<file path="src/hw/srap_defs.vh">
// Constants shared by the serial register access port design files
//
// What this block does
// - Answer addresses 4C to 4F from straps
// - Slave only, never starts a transfer
// - Data changes only while clock is low
// - Data change during clock high is condition
// - Both lines rest high when bus idle
// - First byte: seven address bits, direction
// - Acknowledge own address on ninth pulse
// - No acknowledge on mismatch or index 0F
// - Every byte shifted most significant first
// - Write refused leaves data line high
// - Master high in ack slot ends read
// - Write: address, pointer, then data bytes
// - Pointer advances after each written byte
// - Read: load pointer, readdress, send data
// - Pointer advances after each read byte
// - Repeated start accepted without stop
// - Pointer kept across stop and start
// - Power down keeps register contents
`ifndef SRAP_DEFS_VH
`define SRAP_DEFS_VH

// ----------------------------------------------------------------------
// Bus addressing
// ----------------------------------------------------------------------
`define SRAP_BASE_ADDR 7'h4C
`define SRAP_REFUSED_IDX 8'h0F

// ----------------------------------------------------------------------
// Byte framing
// ----------------------------------------------------------------------
`define SRAP_LAST_BIT 4'h7
`define SRAP_ACK_SLOT 4'h8
`define SRAP_PTR_STEP 8'h01
`define SRAP_AWAIT_FALL 4'hF

// ----------------------------------------------------------------------
// Register file
// ----------------------------------------------------------------------
`define SRAP_REG_COUNT 16
`define SRAP_REG_RESET 8'h00
`define SRAP_SYNC_WIDTH 5

`endif

</file>
<file path="src/hw/srap_sync.v">
// Two-stage synchroniser for pins entering the ref_clk domain
`timescale 1ns/100ps
`default_nettype none

module srap_sync #(
    parameter WIDTH = 1
)(
    // Clock and reset
    input wire clk,
    input wire reset,
    // Pin side and clock side
    input wire [WIDTH-1:0] async_in,
    output reg [WIDTH-1:0] sync_out
);

    reg [WIDTH-1:0] meta;

    // First stage feeds only the second stage, never any logic
    always @(posedge clk)
    begin
        if (reset)
        begin
            meta <= {WIDTH{1'b1}};
            sync_out <= {WIDTH{1'b1}};
        end
        else
        begin
            meta <= async_in;
            sync_out <= meta;
        end
    end

endmodule // srap_sync

`default_nettype wire

</file>
<file path="src/hw/srap_port.v">
// Two-wire serial slave port holding the device control registers
`timescale 1ns/100ps
`default_nettype none
`include "srap_defs.vh"

module srap_port #(
    parameter REG_COUNT = `SRAP_REG_COUNT
)(
    // Clock and reset
    input wire ref_clk,
    input wire reset,
    // Serial bus pins
    input wire scl_in,
    input wire sda_in,
    output reg sda_out,
    output reg sda_oe,
    // Straps and power control
    input wire [1:0] addr_select_pins,
    input wire low_power_request_n,
    output reg powered_down,
    // Register contents toward the device core
    output reg [REG_COUNT*8-1:0] reg_image,
    output reg wr_strobe,
    output reg [7:0] wr_index,
    output reg [7:0] wr_data,
    // Port status
    output reg [7:0] pointer,
    output reg bus_busy
);

    // ------------------------------------------------------------------
    // States of the byte engine
    // ------------------------------------------------------------------
    localparam [2:0] ST_IDLE = 3'b000;
    localparam [2:0] ST_ADDR = 3'b001;
    localparam [2:0] ST_PTR = 3'b010;
    localparam [2:0] ST_WDATA = 3'b011;
    localparam [2:0] ST_RDATA = 3'b100;
    localparam [2:0] ST_IGNORE = 3'b101;

    // ------------------------------------------------------------------
    // Functions
    // ------------------------------------------------------------------

    // Indexes beyond the register file read as zero
    function [7:0] read_byte;
        input [REG_COUNT*8-1:0] image;
        input [7:0] idx;
        integer k;
        begin
            read_byte = `SRAP_REG_RESET;
            for (k = 0; k < REG_COUNT; k = k + 1)
            begin
                if (idx == k[7:0])
                begin
                    read_byte = image[k*8 +: 8];
                end
            end
        end
    endfunction

    // Only the reserved index is refused; indexes beyond the register
    // file are taken but store nothing and read as zero
    function is_refused;
        input [7:0] idx;
        begin
            is_refused = (idx == `SRAP_REFUSED_IDX);
        end
    endfunction

    // ------------------------------------------------------------------
    // Pin synchronisation and edge detection
    // ------------------------------------------------------------------
    wire [`SRAP_SYNC_WIDTH-1:0] sync_bus;
    wire scl_s;
    wire sda_s;
    wire [1:0] strap_s;
    wire pwr_n_s;
    reg scl_d;
    reg sda_d;

    srap_sync #(
        .WIDTH(`SRAP_SYNC_WIDTH)
    ) u_sync (
        .clk(ref_clk),
        .reset(reset),
        .async_in({scl_in, sda_in, addr_select_pins, low_power_request_n}),
        .sync_out(sync_bus)
    );

    assign scl_s = sync_bus[4];
    assign sda_s = sync_bus[3];
    assign strap_s = sync_bus[2:1];
    assign pwr_n_s = sync_bus[0];

    // Both pins pass one synchroniser, so they stay aligned in time
    // Data moving while the clock is high is a condition, not a bit
    wire start_seen = scl_s & scl_d & sda_d & ~sda_s;
    wire stop_seen = scl_s & scl_d & ~sda_d & sda_s;
    wire scl_rise = scl_s & ~scl_d;
    wire scl_fall = ~scl_s & scl_d;

    // ------------------------------------------------------------------
    // Engine state
    // ------------------------------------------------------------------
    reg [2:0] state;
    reg [3:0] bit_cnt;
    reg [7:0] shift;
    reg [6:0] own_addr;
    reg acked;
    reg rw_read;
    reg master_nack;
    integer i;

    // Pointer arithmetic wraps at eight bits
    wire [7:0] next_pointer = pointer + `SRAP_PTR_STEP;
    wire [7:0] next_tx = read_byte(reg_image, next_pointer);
    wire [7:0] cur_tx = read_byte(reg_image, pointer);
    wire addr_match = (shift[7:1] == own_addr);
    wire receiving = (state == ST_ADDR) || (state == ST_PTR) ||
                     (state == ST_WDATA);

    // ------------------------------------------------------------------
    // Straps, power and idle status
    // ------------------------------------------------------------------

    // Strap is resampled every cycle so a late strap still takes effect
    always @(posedge ref_clk)
    begin
        if (reset)
        begin
            own_addr <= `SRAP_BASE_ADDR;
            powered_down <= 1'b0;
            bus_busy <= 1'b0;
            sda_out <= 1'b0;
        end
        else
        begin
            own_addr <= `SRAP_BASE_ADDR + {5'h00, strap_s};
            powered_down <= ~pwr_n_s;
            bus_busy <= (state != ST_IDLE);
            sda_out <= 1'b0; // Open drain: only ever pulls low
        end
    end

    // ------------------------------------------------------------------
    // Register file
    // ------------------------------------------------------------------

    // Power down does not touch the contents, only reset and writes do
    always @(posedge ref_clk)
    begin
        if (reset)
        begin
            reg_image <= {REG_COUNT{`SRAP_REG_RESET}};
        end
        else if (wr_strobe)
        begin
            for (i = 0; i < REG_COUNT; i = i + 1)
            begin
                if (wr_index == i[7:0])
                begin
                    reg_image[i*8 +: 8] <= wr_data;
                end
            end
        end
    end

    // ------------------------------------------------------------------
    // Byte engine
    // ------------------------------------------------------------------

    // Slave only: every action is paced by edges the master makes
    // No clock stretching, so the master must hold the clock low for at
    // least four ref_clk cycles to leave room for the data change
    always @(posedge ref_clk)
    begin
        if (reset)
        begin
            scl_d <= 1'b1;
            sda_d <= 1'b1;
            state <= ST_IDLE;
            bit_cnt <= 4'h0;
            shift <= 8'h00;
            acked <= 1'b0;
            rw_read <= 1'b0;
            master_nack <= 1'b0;
            sda_oe <= 1'b0;
            pointer <= 8'h00;
            wr_strobe <= 1'b0;
            wr_index <= 8'h00;
            wr_data <= 8'h00;
        end
        else
        begin
            scl_d <= scl_s;
            sda_d <= sda_s;
            wr_strobe <= 1'b0;
            if (start_seen)
            begin
                // Plain or repeated start; pointer is left alone and any
                // partly shifted byte is dropped
                state <= ST_ADDR;
                // The master pulls the clock low once after every start;
                // that fall must not count as a bit
                bit_cnt <= `SRAP_AWAIT_FALL;
                sda_oe <= 1'b0;
            end
            else if (stop_seen)
            begin
                state <= ST_IDLE;
                bit_cnt <= 4'h0;
                sda_oe <= 1'b0;
            end
            else if (scl_rise)
            begin
                // Sample while the clock is high, data is stable then
                if (receiving && (bit_cnt < `SRAP_ACK_SLOT))
                begin
                    shift <= {shift[6:0], sda_s};
                end
                if ((state == ST_RDATA) && (bit_cnt == `SRAP_ACK_SLOT))
                begin
                    master_nack <= sda_s;
                end
            end
            else if (scl_fall && (state != ST_IDLE) &&
                     (state != ST_IGNORE))
            begin
                // All drive changes happen just after the clock falls
                if (bit_cnt == `SRAP_AWAIT_FALL)
                begin
                    // Fall that closes the start: no bit sent yet
                    bit_cnt <= 4'h0;
                end
                else if (bit_cnt == `SRAP_LAST_BIT)
                begin
                    bit_cnt <= `SRAP_ACK_SLOT;
                    case (state)
                        ST_ADDR:
                        begin
                            rw_read <= shift[0];
                            acked <= addr_match &&
                                !(shift[0] && is_refused(pointer));
                            sda_oe <= addr_match &&
                                !(shift[0] && is_refused(pointer));
                        end
                        ST_PTR:
                        begin
                            pointer <= shift;
                            acked <= !is_refused(shift);
                            sda_oe <= !is_refused(shift);
                        end
                        ST_WDATA:
                        begin
                            // A write aimed at the reserved index is lost
                            acked <= !is_refused(pointer);
                            sda_oe <= !is_refused(pointer);
                            if (!is_refused(pointer))
                            begin
                                wr_strobe <= 1'b1;
                                wr_index <= pointer;
                                wr_data <= shift;
                                pointer <= next_pointer;
                            end
                        end
                        ST_RDATA:
                        begin
                            // Let go so the master can answer
                            sda_oe <= 1'b0;
                        end
                        default:
                        begin
                            sda_oe <= 1'b0;
                        end
                    endcase
                end
                else if (bit_cnt == `SRAP_ACK_SLOT)
                begin
                    bit_cnt <= 4'h0;
                    sda_oe <= 1'b0;
                    case (state)
                        ST_ADDR:
                        begin
                            if (!acked)
                            begin
                                state <= ST_IGNORE;
                            end
                            else if (rw_read)
                            begin
                                state <= ST_RDATA;
                                shift <= cur_tx;
                                sda_oe <= ~cur_tx[7];
                            end
                            else
                            begin
                                state <= ST_PTR;
                            end
                        end
                        ST_PTR:
                        begin
                            // Refused pointer: line stays high, await stop
                            state <= acked ? ST_WDATA : ST_IGNORE;
                        end
                        ST_WDATA:
                        begin
                            state <= acked ? ST_WDATA : ST_IGNORE;
                        end
                        ST_RDATA:
                        begin
                            pointer <= next_pointer;
                            if (master_nack)
                            begin
                                state <= ST_IGNORE;
                            end
                            else
                            begin
                                shift <= next_tx;
                                sda_oe <= ~next_tx[7];
                            end
                        end
                        default:
                        begin
                            state <= ST_IGNORE;
                        end
                    endcase
                end
                else
                begin
                    bit_cnt <= bit_cnt + 4'h1;
                    if (state == ST_RDATA)
                    begin
                        // Next bit goes out while the clock is low
                        shift <= {shift[6:0], 1'b0};
                        sda_oe <= ~shift[6];
                    end
                end
            end
        end
    end

endmodule // srap_port

`default_nettype wire

</file>
<file path="config.mk">
export PLATFORM = sky130hd
export DESIGN_NAME = srap_port
export DESIGN_NICKNAME = d
export VERILOG_FILES = /design/src/hw/srap_sync.v /design/src/hw/srap_port.v
export VERILOG_INCLUDE_DIRS = /design/src /design/src/hw
export SDC_FILE = /design/constraint.sdc
export NUM_CORES = 1
export LEC_CHECK = 0
export ABC_CLOCK_PERIOD_IN_PS = 3000
export BUFFER_PORTS_ARGS = -buffer_cell sky130_fd_sc_hd__buf_4
export CORE_MARGIN = 4
export CORE_UTILIZATION = 35
export CTS_CLUSTER_SIZE = 10
export DETAILED_ROUTE_END_ITERATION = 16
export SLEW_MARGIN = 0
export SYNTH_ARGS = -nofsm -noshare
export SYNTH_HDL_FRONTEND = slang
export SYNTH_SLANG_ARGS = --single-unit
</file>
<file path="constraint.sdc">
create_clock -name ref_clk -period 3 [get_ports ref_clk]
set_clock_uncertainty 0.1 [all_clocks]
set_input_delay 0.6 -clock ref_clk [delete_from_list [all_inputs] [get_ports ref_clk]]
set_output_delay 0.6 -clock ref_clk [all_outputs]
set_load 0.005 [all_outputs]
</file>
# Word level (Yosys, flattened, before mapping)
# Cells that the tools add are included.
# word_totals
register_bits	193
input_bits	7
elab_cells	260
# classes
addsub	3
order_cmp	1
n_eq_ne	68
mux	77
bitwise_logic	23
n_reduce_logical	53
# op_table
op	n
two-way mux 8 bit	46
== test 8 x 4 -> 1 bit, second input constant	25
== test 8 x 3 -> 1 bit, second input constant	12
== test 8 x 2 -> 1 bit, second input constant	6
AND reduction 2 bit	17
one-hot mux 8 bit (2 select lines)	2
two-way mux 4 bit	7
== test 8 x 1 -> 1 bit, second input constant	3
zero test 8 bit	3
nonzero test 3 bit	7
!= test 3 bit, second input constant	6
!= test 4 bit, second input constant	4
inverter 1 bit	16
two-way mux 1 bit	14
AND reduction 7 bit	2
two-way mux 3 bit	4
AND reduction 6 bit	2
AND reduction 11 bit	1
one-hot mux 3 bit (3 select lines)	1
AND reduction 9 bit	1
adder 8 x 1 -> 8 bit, second input constant	1
== test 4 bit, second input constant	2
AND reduction 4 bit	2
AND reduction 8 bit	1
other kinds (20)	40

# Longest topological paths before layout
# Gate-level depths: netlist of run 1.
# depth
ltp_word	25
mapped_depth	13

# By module
# From an unflattened synthesis of run 1, not the netlist that was laid out.
# unflattened
cells_unflattened	1450
hier_area_um2	10824.1
# modules_own_cells
mod	n_inst	cells_each	area_each_um2	seq_area_each_um2
srap_port	1	1430	10561.4	3563.4
srap_sync	1	20	262.8	200.2

# Worst setup path before layout of run 1
# OpenSTA, ideal clock, no wires.
# synth_path
path_type	register to register
startpoint	register pointer[0]
endpoint	register shift[3]
setup_time_ps	124
t_arrival_ps	2591
required_ps	2776
path_slack_ps	185
stages_incl_launch_ff	14
path_buffers	6
synth_period_minus_slack_ps	2815
path_cell_list	dfxtp_1 buf_4 inv_1 ha_1 clkbuf_1 clkbuf_1 clkbuf_1 buf_1 clkbuf_1 o21ai_0 nand2_1 o221ai_1 a31oi_1 o21ai_0
# synth_via
elab_chain_len	25
elab_cells_between_ends	74
classes_between	add/sub: 1; eq/ne: 30; mux: 41; reduce/logical: 2
# synth_lines
item	line_no	source
from (decl)	srap_port.v:27	output reg [7:0] pointer,
from (signal assigned)	srap_port.v:250	pointer <= shift;
from (signal assigned)	srap_port.v:264	pointer <= next_pointer;
from (signal assigned)	srap_port.v:311	pointer <= next_pointer;
adder 8 x 1 -> 8 bit (no source line) or zero test 8 bit (tied branches)	n/a	
zero test 8 bit or two-way mux 8 bit (tied branches)	srap_port.v:54	if (idx == k[7:0])
two-way mux 8 bit (15 in a row)	srap_port.v:54	
two-way mux 8 bit (on tied branches)	srap_port.v:54, srap_port.v:289	
two-way mux 8 bit (on tied branches)	srap_port.v:312, srap_port.v:285	
one-hot mux 8 bit (2 select lines) (*)	srap_port.v:282	case (state)
two-way mux 8 bit (*)	srap_port.v:278	else if (bit_cnt == `SRAP_ACK_SLOT)
two-way mux 8 bit (*)	srap_port.v:236	else if (bit_cnt == `SRAP_LAST_BIT)
two-way mux 8 bit (*)	srap_port.v:231	if (bit_cnt == `SRAP_AWAIT_FALL)
two-way mux 8 bit (*)	srap_port.v:227	else if (scl_fall && (state != ST_IDLE) &&
two-way mux 8 bit (*)	srap_port.v:215	else if (scl_rise)
to (signal assigned)	srap_port.v:220	shift <= {shift[6:0], sda_s};
to (signal assigned)	srap_port.v:292	shift <= cur_tx;
to (signal assigned)	srap_port.v:318	shift <= next_tx;
to (decl)	srap_port.v:108	reg [7:0] shift;
# Every way passes the cells marked *; elsewhere a longest branch is shown, timed or not. The select of a mux whose other input is x is not followed.
# A chain may end at the register's enable or synchronous reset.

# Worst setup path after layout of run 1
# layout_path
startpoint	register pointer[0]
endpoint	register shift[1]
# The elaborated chain is that of the path after synthesis.

==> results.toml, run 1 <==
[run_status]
outcome = "complete, no violations"

[synthesis]
synth_top_family_by_area = "compound AO/OA/AOI/OAI gates"
synth_simple_gate_area_share_pct = 22.1
syn-num-nets = 1389
synth-seq-area-share_pct = 34.7
synth_most_common_cell = "nor2_1"
synth.mux.area_fraction_pct = 12.1
synth-seq-cells = 188
yosys-top-cells-count = "nor2_1, dfxtp_1, nand2_1"
synth_xor_area_share_pct = 0.566
yosysWarnings = 0
synthAdderAreaFrac_pct = 0.808
ys.flop_type = "dfxtp_1"
synthDistinctLibCells = 82
async_flop_share_pct = 0
yosysTopAreaCellShare_pct = 34.7
synth_area_um2 = 10800
synth_top_area_cell = "dfxtp_1"
synth_edf_count = 0
synth_area_leaders = "dfxtp_1, mux2i_1, nor2_1"
synthCells = 1375
syn_avg_cell_area_um2 = 7.88
synth_compound_area_share_pct = 24.2

[placed_design]
post-dp-hpwl_um = 37000
dp.cells = 1916
place_ws_ns = -0.351
placement.io_buffers = 162
place_congestion = 1.01

[hold_path]
hold_path_class = "primary input to register"

[pwr]
p_seq_share_pct = 49.4
p_sw_uw = 1270
peakVddDrop_v = 0.000333
switching_share_pct = 24.9
p_per_area_nw_per_um2 = 374
clkPwrFrac_pct = 48.6
power.leakage_uw = 0.00584
power.total_uw = 5090
combPwrFrac_pct = 2.0
intPower_uw = 3820

[routing]
drc = 0
vias = 11900
vias_per_cell = 6.13
ant_nets = 0
wl_per_cell_um = 25.9
drt_iter0_markers = 1498
routed_wl_um = 50500
firstDrtPassIters = 6

[floorplan]
ios = 164
die_area_um2 = 33800
initial_core_util_pct = 35.4
core-area_um2 = 30600
num_rows = 64
die_w_um = 184
dieHeight_um = 184

[clock_network]
cts_setup_buffers = 0
worstSkewPairLatency_ns = 0.46
clock_sinks = 188
cts_buffers = 17
clk_pin_slew_ns = 0.09
cts.path.max_buffers = 2
htree_levels = 4
root_buffer = "clkbuf_16"
cts_tree = "yes"

[flow_run]
maxCapViolations = 0

[critical_path]
reg2reg_from = "pointer[0]"
cp.required_ns = 3.31
cp-start-kind = "register"
crit_end = "shift[1]"
endpoint_kind = "register"
crit_path_start = "pointer[0]"
path_class = "register to register"
r2r-end = "shift[1]"
r2r.worst_path.cells = 9
max_stage_delay_ns = 0.63
reg2reg_slack_ns = 0.05
cpMaxStageDelayCell = "a221oi_1"
cp_max_fo = 12
cp.arrival_ns = 3.26
path_cells = "inv_1 -> ha_2 -> buf_4 -> nand3_1 -> o22ai_1 -> a221oi_1 -> o211ai_1 -> a211oi_1 -> a21o_1"

[layout]
area_delta_synth_final_pct = 25.5
drive_gt1_share_pct = 22.0
nets = 1553
final_cells = 1948
diodes = 0
utilization_pct = 44.5
fillers = 3110

[timing]
tightest_slew_ns = 0.753
fin_ws_ns = 0.0464
fin_crit_ns = 2.95
max_slew_margin_pct = 49.3
hold_viol = 0
setup_viol = 0
max_freq_ghz = 0.339
drv_slew = 0
period_share_pct = 98.5

[grt]
grt_max_degree = 86
grt_pass1_vias = 11300
track_usage_pct = 29.2
grt_pass1_wl_um = 75200
antenna_found_initial = 0
grt-ovfl-total = 0
[flip-flops by register name (all words and copies together) (netlist names)]
register / count
wr_strobe: 1
u_sync.sync_out: 5
u_sync.meta: 5
master_nack: 1
acked: 1
scl_d: 1
powered_down: 1
reg_image: 128
sda_d: 1
bit_cnt: 4
shift: 8
wr_data: 8
pointer: 8
state: 3
sda_oe: 1
bus_busy: 1
wr_index: 8
own_addr: 2
rw_read: 1
[per-stage QoR]
| stage | cell area, um2 | hold slack, ns | setup TNS (ns) |
|---|---|---|---|
| finish | 13600 | 0.236 | 0 |
| floorplan | 10800 | 0.268 | 0 |
| global placement | 12900 | 0.283 | -0.282 |
| CTS | 13500 | 0.217 | 0 |
| global route | 13600 | 0.231 | -0.00115 |
| detailed placement | 12900 | 0.277 | -0.351 |
[power groups by stage]
stage / logic (uW) / registers, uW / clock network [uW]
after floorplan: 70.3 / 2570 / 0
after global placement: 101 / 2570 / 0
after detailed placement: 101 / 2570 / 0
after CTS: 101 / 2520 / 2520
after global routing: 112 / 2520 / 2620
final: 102 / 2520 / 2470
[worst max-delay path: cells and delay by family, from the launching register on]
kind / cells / cell delay (ns)
compound gates: 5 / 1.55
flops: 1 / 0.41
buf+inv: 2 / 0.31
simple gates: 1 / 0.28
fa+ha+maj: 1 / 0.25
[layer usage]
layer	vias to the layer above	track usage (%)	routed length, um
met5	-	0	0
met4	0	10.6	1900
met3	116	5.74	5250
met2	733	42.1	21100
met1	5774	43.1	22200
li1	5315	-	-
[cell usage in the layout, fill, tap and decap left out, types with 9 or more instances in the layout]
cell type / synthesis / final
o211ai_1: 21 / 21
a21o_1: 10 / 10
a211oi_1: 19 / 18
inv_1: 21 / 20
o21ai_0: 60 / 60
a31oi_1: 12 / 12
nor2b_1: 15 / 15
or2_2: 13 / 13
a21oi_1: 86 / 86
a221oi_1: 10 / 9
clkbuf_16: 0 / 17
nor3_1: 29 / 29
nor4_1: 10 / 10
nand2b_1: 9 / 9
mux2i_1: 131 / 131
o22ai_1: 12 / 12
nor2_1: 204 / 204
nand3b_1: 12 / 12
dfxtp_1: 188 / 185
buf_4: 4 / 258
nand2_1: 155 / 155
a22oi_1: 13 / 13
o21a_1: 13 / 13
nand3_1: 26 / 25
a311oi_1: 11 / 11
o221ai_1: 12 / 12
[final cells by class]
cell class              count  area, um2  area share (%)
repair buffers            266       2080            15.3
clock inverters            15        203            1.49
inverters                  23       86.3           0.635
well taps                 396        495            3.64
flip-flops and latches    188       3770            27.7
clock buffers              17        425            3.13
multi-input cells        1043       6540            48.1
[worst min path at each step]
stage                                    from              to  slack [ns]  depth (start not counted)
after floorplan            u_sync.sync_out[0]    powered_down        0.27                          1
after global placement     u_sync.sync_out[0]    powered_down        0.28                          1
after detailed placement   u_sync.sync_out[0]    powered_down        0.28                          1
after CTS                 addr_select_pins[1]  u_sync.meta[2]        0.22                          2
after global routing                   sda_in  u_sync.meta[3]        0.23                          2
final                     addr_select_pins[1]  u_sync.meta[2]        0.24                          2
[cell families after synthesis]
group,after synthesis
other,1
flip-flops,188
XOR/XNOR,7
buffers and inverters,144
AO/OA/AOI/OAI,374
multiplexers,131
AND/OR/NAND/NOR,523
adder cells (fa/ha/maj),7
[timing repair]
action	4_1_cts	5_1_grt
gates resized for setup	2	17
endpoints found under the setup margin	1	9
endpoints found under the hold margin	0	0
hold buffers	0	0
pin swaps	1	1
Power figures use the tool's default switching activity.
==> run 2, diff against run 1 <==
- ABC_AREA: unset -> 1
==> run 2 against run 1 <==
Against the previous run:
- clock power shrank 4%
- cell count grew 14%
- fmax shrank 5.1%
- the run now ends with setup timing left
- hold slack better by 0.0049 ns
- critical path depth up 18
- sequential share of layout area about the same
- design area increased by 0.15%
==> results.toml, run 2 <==
[run_status]
outcome = "complete, but fails checks"
violations = "setup timing"

[synthesis]
synth-seq-cells = 188
ys.flop_type = "dfxtp_1"
synth_most_common_cell = "nand2_1"
synth_area_um2 = 10200
yosysTopAreaCellShare_pct = 37.1
syn_avg_cell_area_um2 = 6.45
async_flop_share_pct = 0
syn-num-nets = 1588
yosysWarnings = 0
synth_edf_count = 0
yosys-top-cells-count = "nand2_1, o21ai_0, a21oi_1"
synth_top_area_cell = "dfxtp_1"
synth_area_leaders = "dfxtp_1, nand2_1, o21ai_0"
synth-seq-area-share_pct = 37.1
synthDistinctLibCells = 44
synthCells = 1574

[routing]
drt_iter0_markers = 895
wl_met1_um = 17500
routed-wl-met2_um = 18100
firstDrtPassIters = 6
ant_nets = 0
drc = 0
routed_wl_um = 39000
vias = 11400
vias_per_cell = 5.14
met3_length_um = 2260
highest_layer = "met4"
wl_per_cell_um = 17.6

[critical_path]
crit_top_cell = "nand2_1"
path_class = "register to register"
max_stage_delay_ns = 0.36
cp.required_ns = 3.27
endpoint_kind = "register"
cpMaxStageDelayCell = "dfxtp_4"
cp-start-kind = "register"
cp_max_fo = 6
cp.arrival_ns = 3.38

[pwr]
peakVddDrop_v = 0.000362
p_per_area_nw_per_um2 = 369
power.total_uw = 5020
power.leakage_uw = 0.00623

[placed_design]
placement.io_buffers = 162
post-dp-hpwl_um = 28400
placed_cell_area_um2 = 12400
place_congestion = 0.940
place_ws_ns = -0.303

[timing]
hold_ws_ns = 0.241
period_share_pct = 104
fin_crit_ns = 3.11
drv_slew = 0
fin_ws_ns = -0.112
rsz0062_at_grt = "yes"
tightest_slew_ns = 1.02
max_slew_margin_pct = 32.2
hold_viol = 0
setup_viol = 8
max_freq_ghz = 0.321

[floorplan]
num_rows = 62
dieHeight_um = 178
initial_core_util_pct = 35.4
ios = 164
die_w_um = 178
core-area_um2 = 28700
die_area_um2 = 31800

[grt]
antenna_found_initial = 0
grt_pass1_vias = 10500
track_usage_pct = 23.7
grt_max_degree = 61
grt-ovfl-total = 0
grt_pass1_wl_um = 59400

[layout]
area_delta_synth_final_pct = 34.1
fillers = 2967
largest_reg_flops = 128
nets = 1838
drive_gt1_share_pct = 24.8
layout_commonest_cell = "nand2_1"
regMostFlops = "reg_image"
final_cell_mix = "nand2_1, buf_4, o21ai_0"
diodes = 0
final_area_um2 = 13600
utilization_pct = 47.5

[flow_run]
maxCapViolations = 0

[clock_network]
worstSkewPairLatency_ns = 0.44
clk_pin_slew_ns = 0.07
postCtsHoldBufs = 0
htree_levels = 4
cts.path.max_buffers = 2
clock_sinks = 188
cts_buffers = 17
root_buffer = "clkbuf_16"
cts_tree = "yes"

[hold_path]
hold_path_class = "primary input to register"
==> run 2: cell count changes after synthesis, sizes merged, moves of 15 or more <==
cell,previous run,this run
o21ai,63,224
nand2,155,358
nor2b,15,0
a21oi,86,208
nand3,27,79
nor3,32,16
nor2,205,127
inv,21,198
clkbuf,95,56
mux2i,131,0
nand4,8,25
==> run 2: final timing paths <==
check                       from        endpoint  slack (ns)  cells past startpoint
min reg2reg   u_sync.sync_out[0]    powered_down        0.29                      1
min          addr_select_pins[0]  u_sync.meta[1]        0.24                      2
max                   pointer[1]        shift[2]       -0.11                     27
max reg2reg           pointer[1]        shift[2]       -0.11                     27
==> run 2: critical path, delay by kind of cell (launching register included) <==
kind / cells / cell delay [ns]
AND/OR/NAND/NOR: 22 / 2.01
buffers and inverters: 4 / 0.44
flip-flops: 1 / 0.36
AO/OA/AOI/OAI: 1 / 0.11
==> run 2: kinds of logic (layout without fill, tap and decap cells) <==
| kind of cell | after synthesis | after routing | share of synthesized area (%) |
|---|---|---|---|
| other | 1 | 1 | 0.0369 |
| AND/OR/NAND/NOR | 639 | 640 | 27.5 |
| AO/OA/AOI/OAI | 465 | 465 | 23.8 |
| buffers and inverters | 271 | 532 | 10.5 |
| adder cells (fa/ha/maj) | 7 | 7 | 0.862 |
| flip-flops | 188 | 188 | 37.1 |
| XOR/XNOR | 3 | 3 | 0.333 |
==> run 2: routing by layer <==
layer	GRT usage, %	up-vias
li1	-	5662
met1	32.5	5278
met2	38.7	400
met3	3.75	78
met4	6.84	0
met5	0	-
==> run 2: metrics by stage <==
stage,TNS (ns),instances
6_report,-0.693,2220
5_1_grt,-3.03,2220
4_1_cts,-0.0641,2205
3_5_place_dp,-2.03,2156
3_3_place_gp,-1.41,2156
2_1_floorplan,0,1574
==> run 2: final cells by class <==
cell class                 instances  area, um2  share of cell area [%]
multi-input combinational       1116       5650                    41.5
sequential                       188       3780                    27.7
timing repair buffer             300       2360                    17.3
inverter                         201        758                    5.57
tap                              384        480                    3.53
clock buffer                      18        439                    3.22
clock inverter                    13        164                    1.20
==> run 2: report_power, final <==
group | internal, uW | switching, uW
clock | 1340 | 1050
sequential | 2510 | 9.83
combinational | 41.2 | 79.9
total | 3880 | 1140
==> run 2: repair_timing <==
item,in CTS,in global routing
setup endpoints to repair,9,10
pin swaps,22,34
resized for setup,50,52
cloned,0,1
buffers inserted,19,14
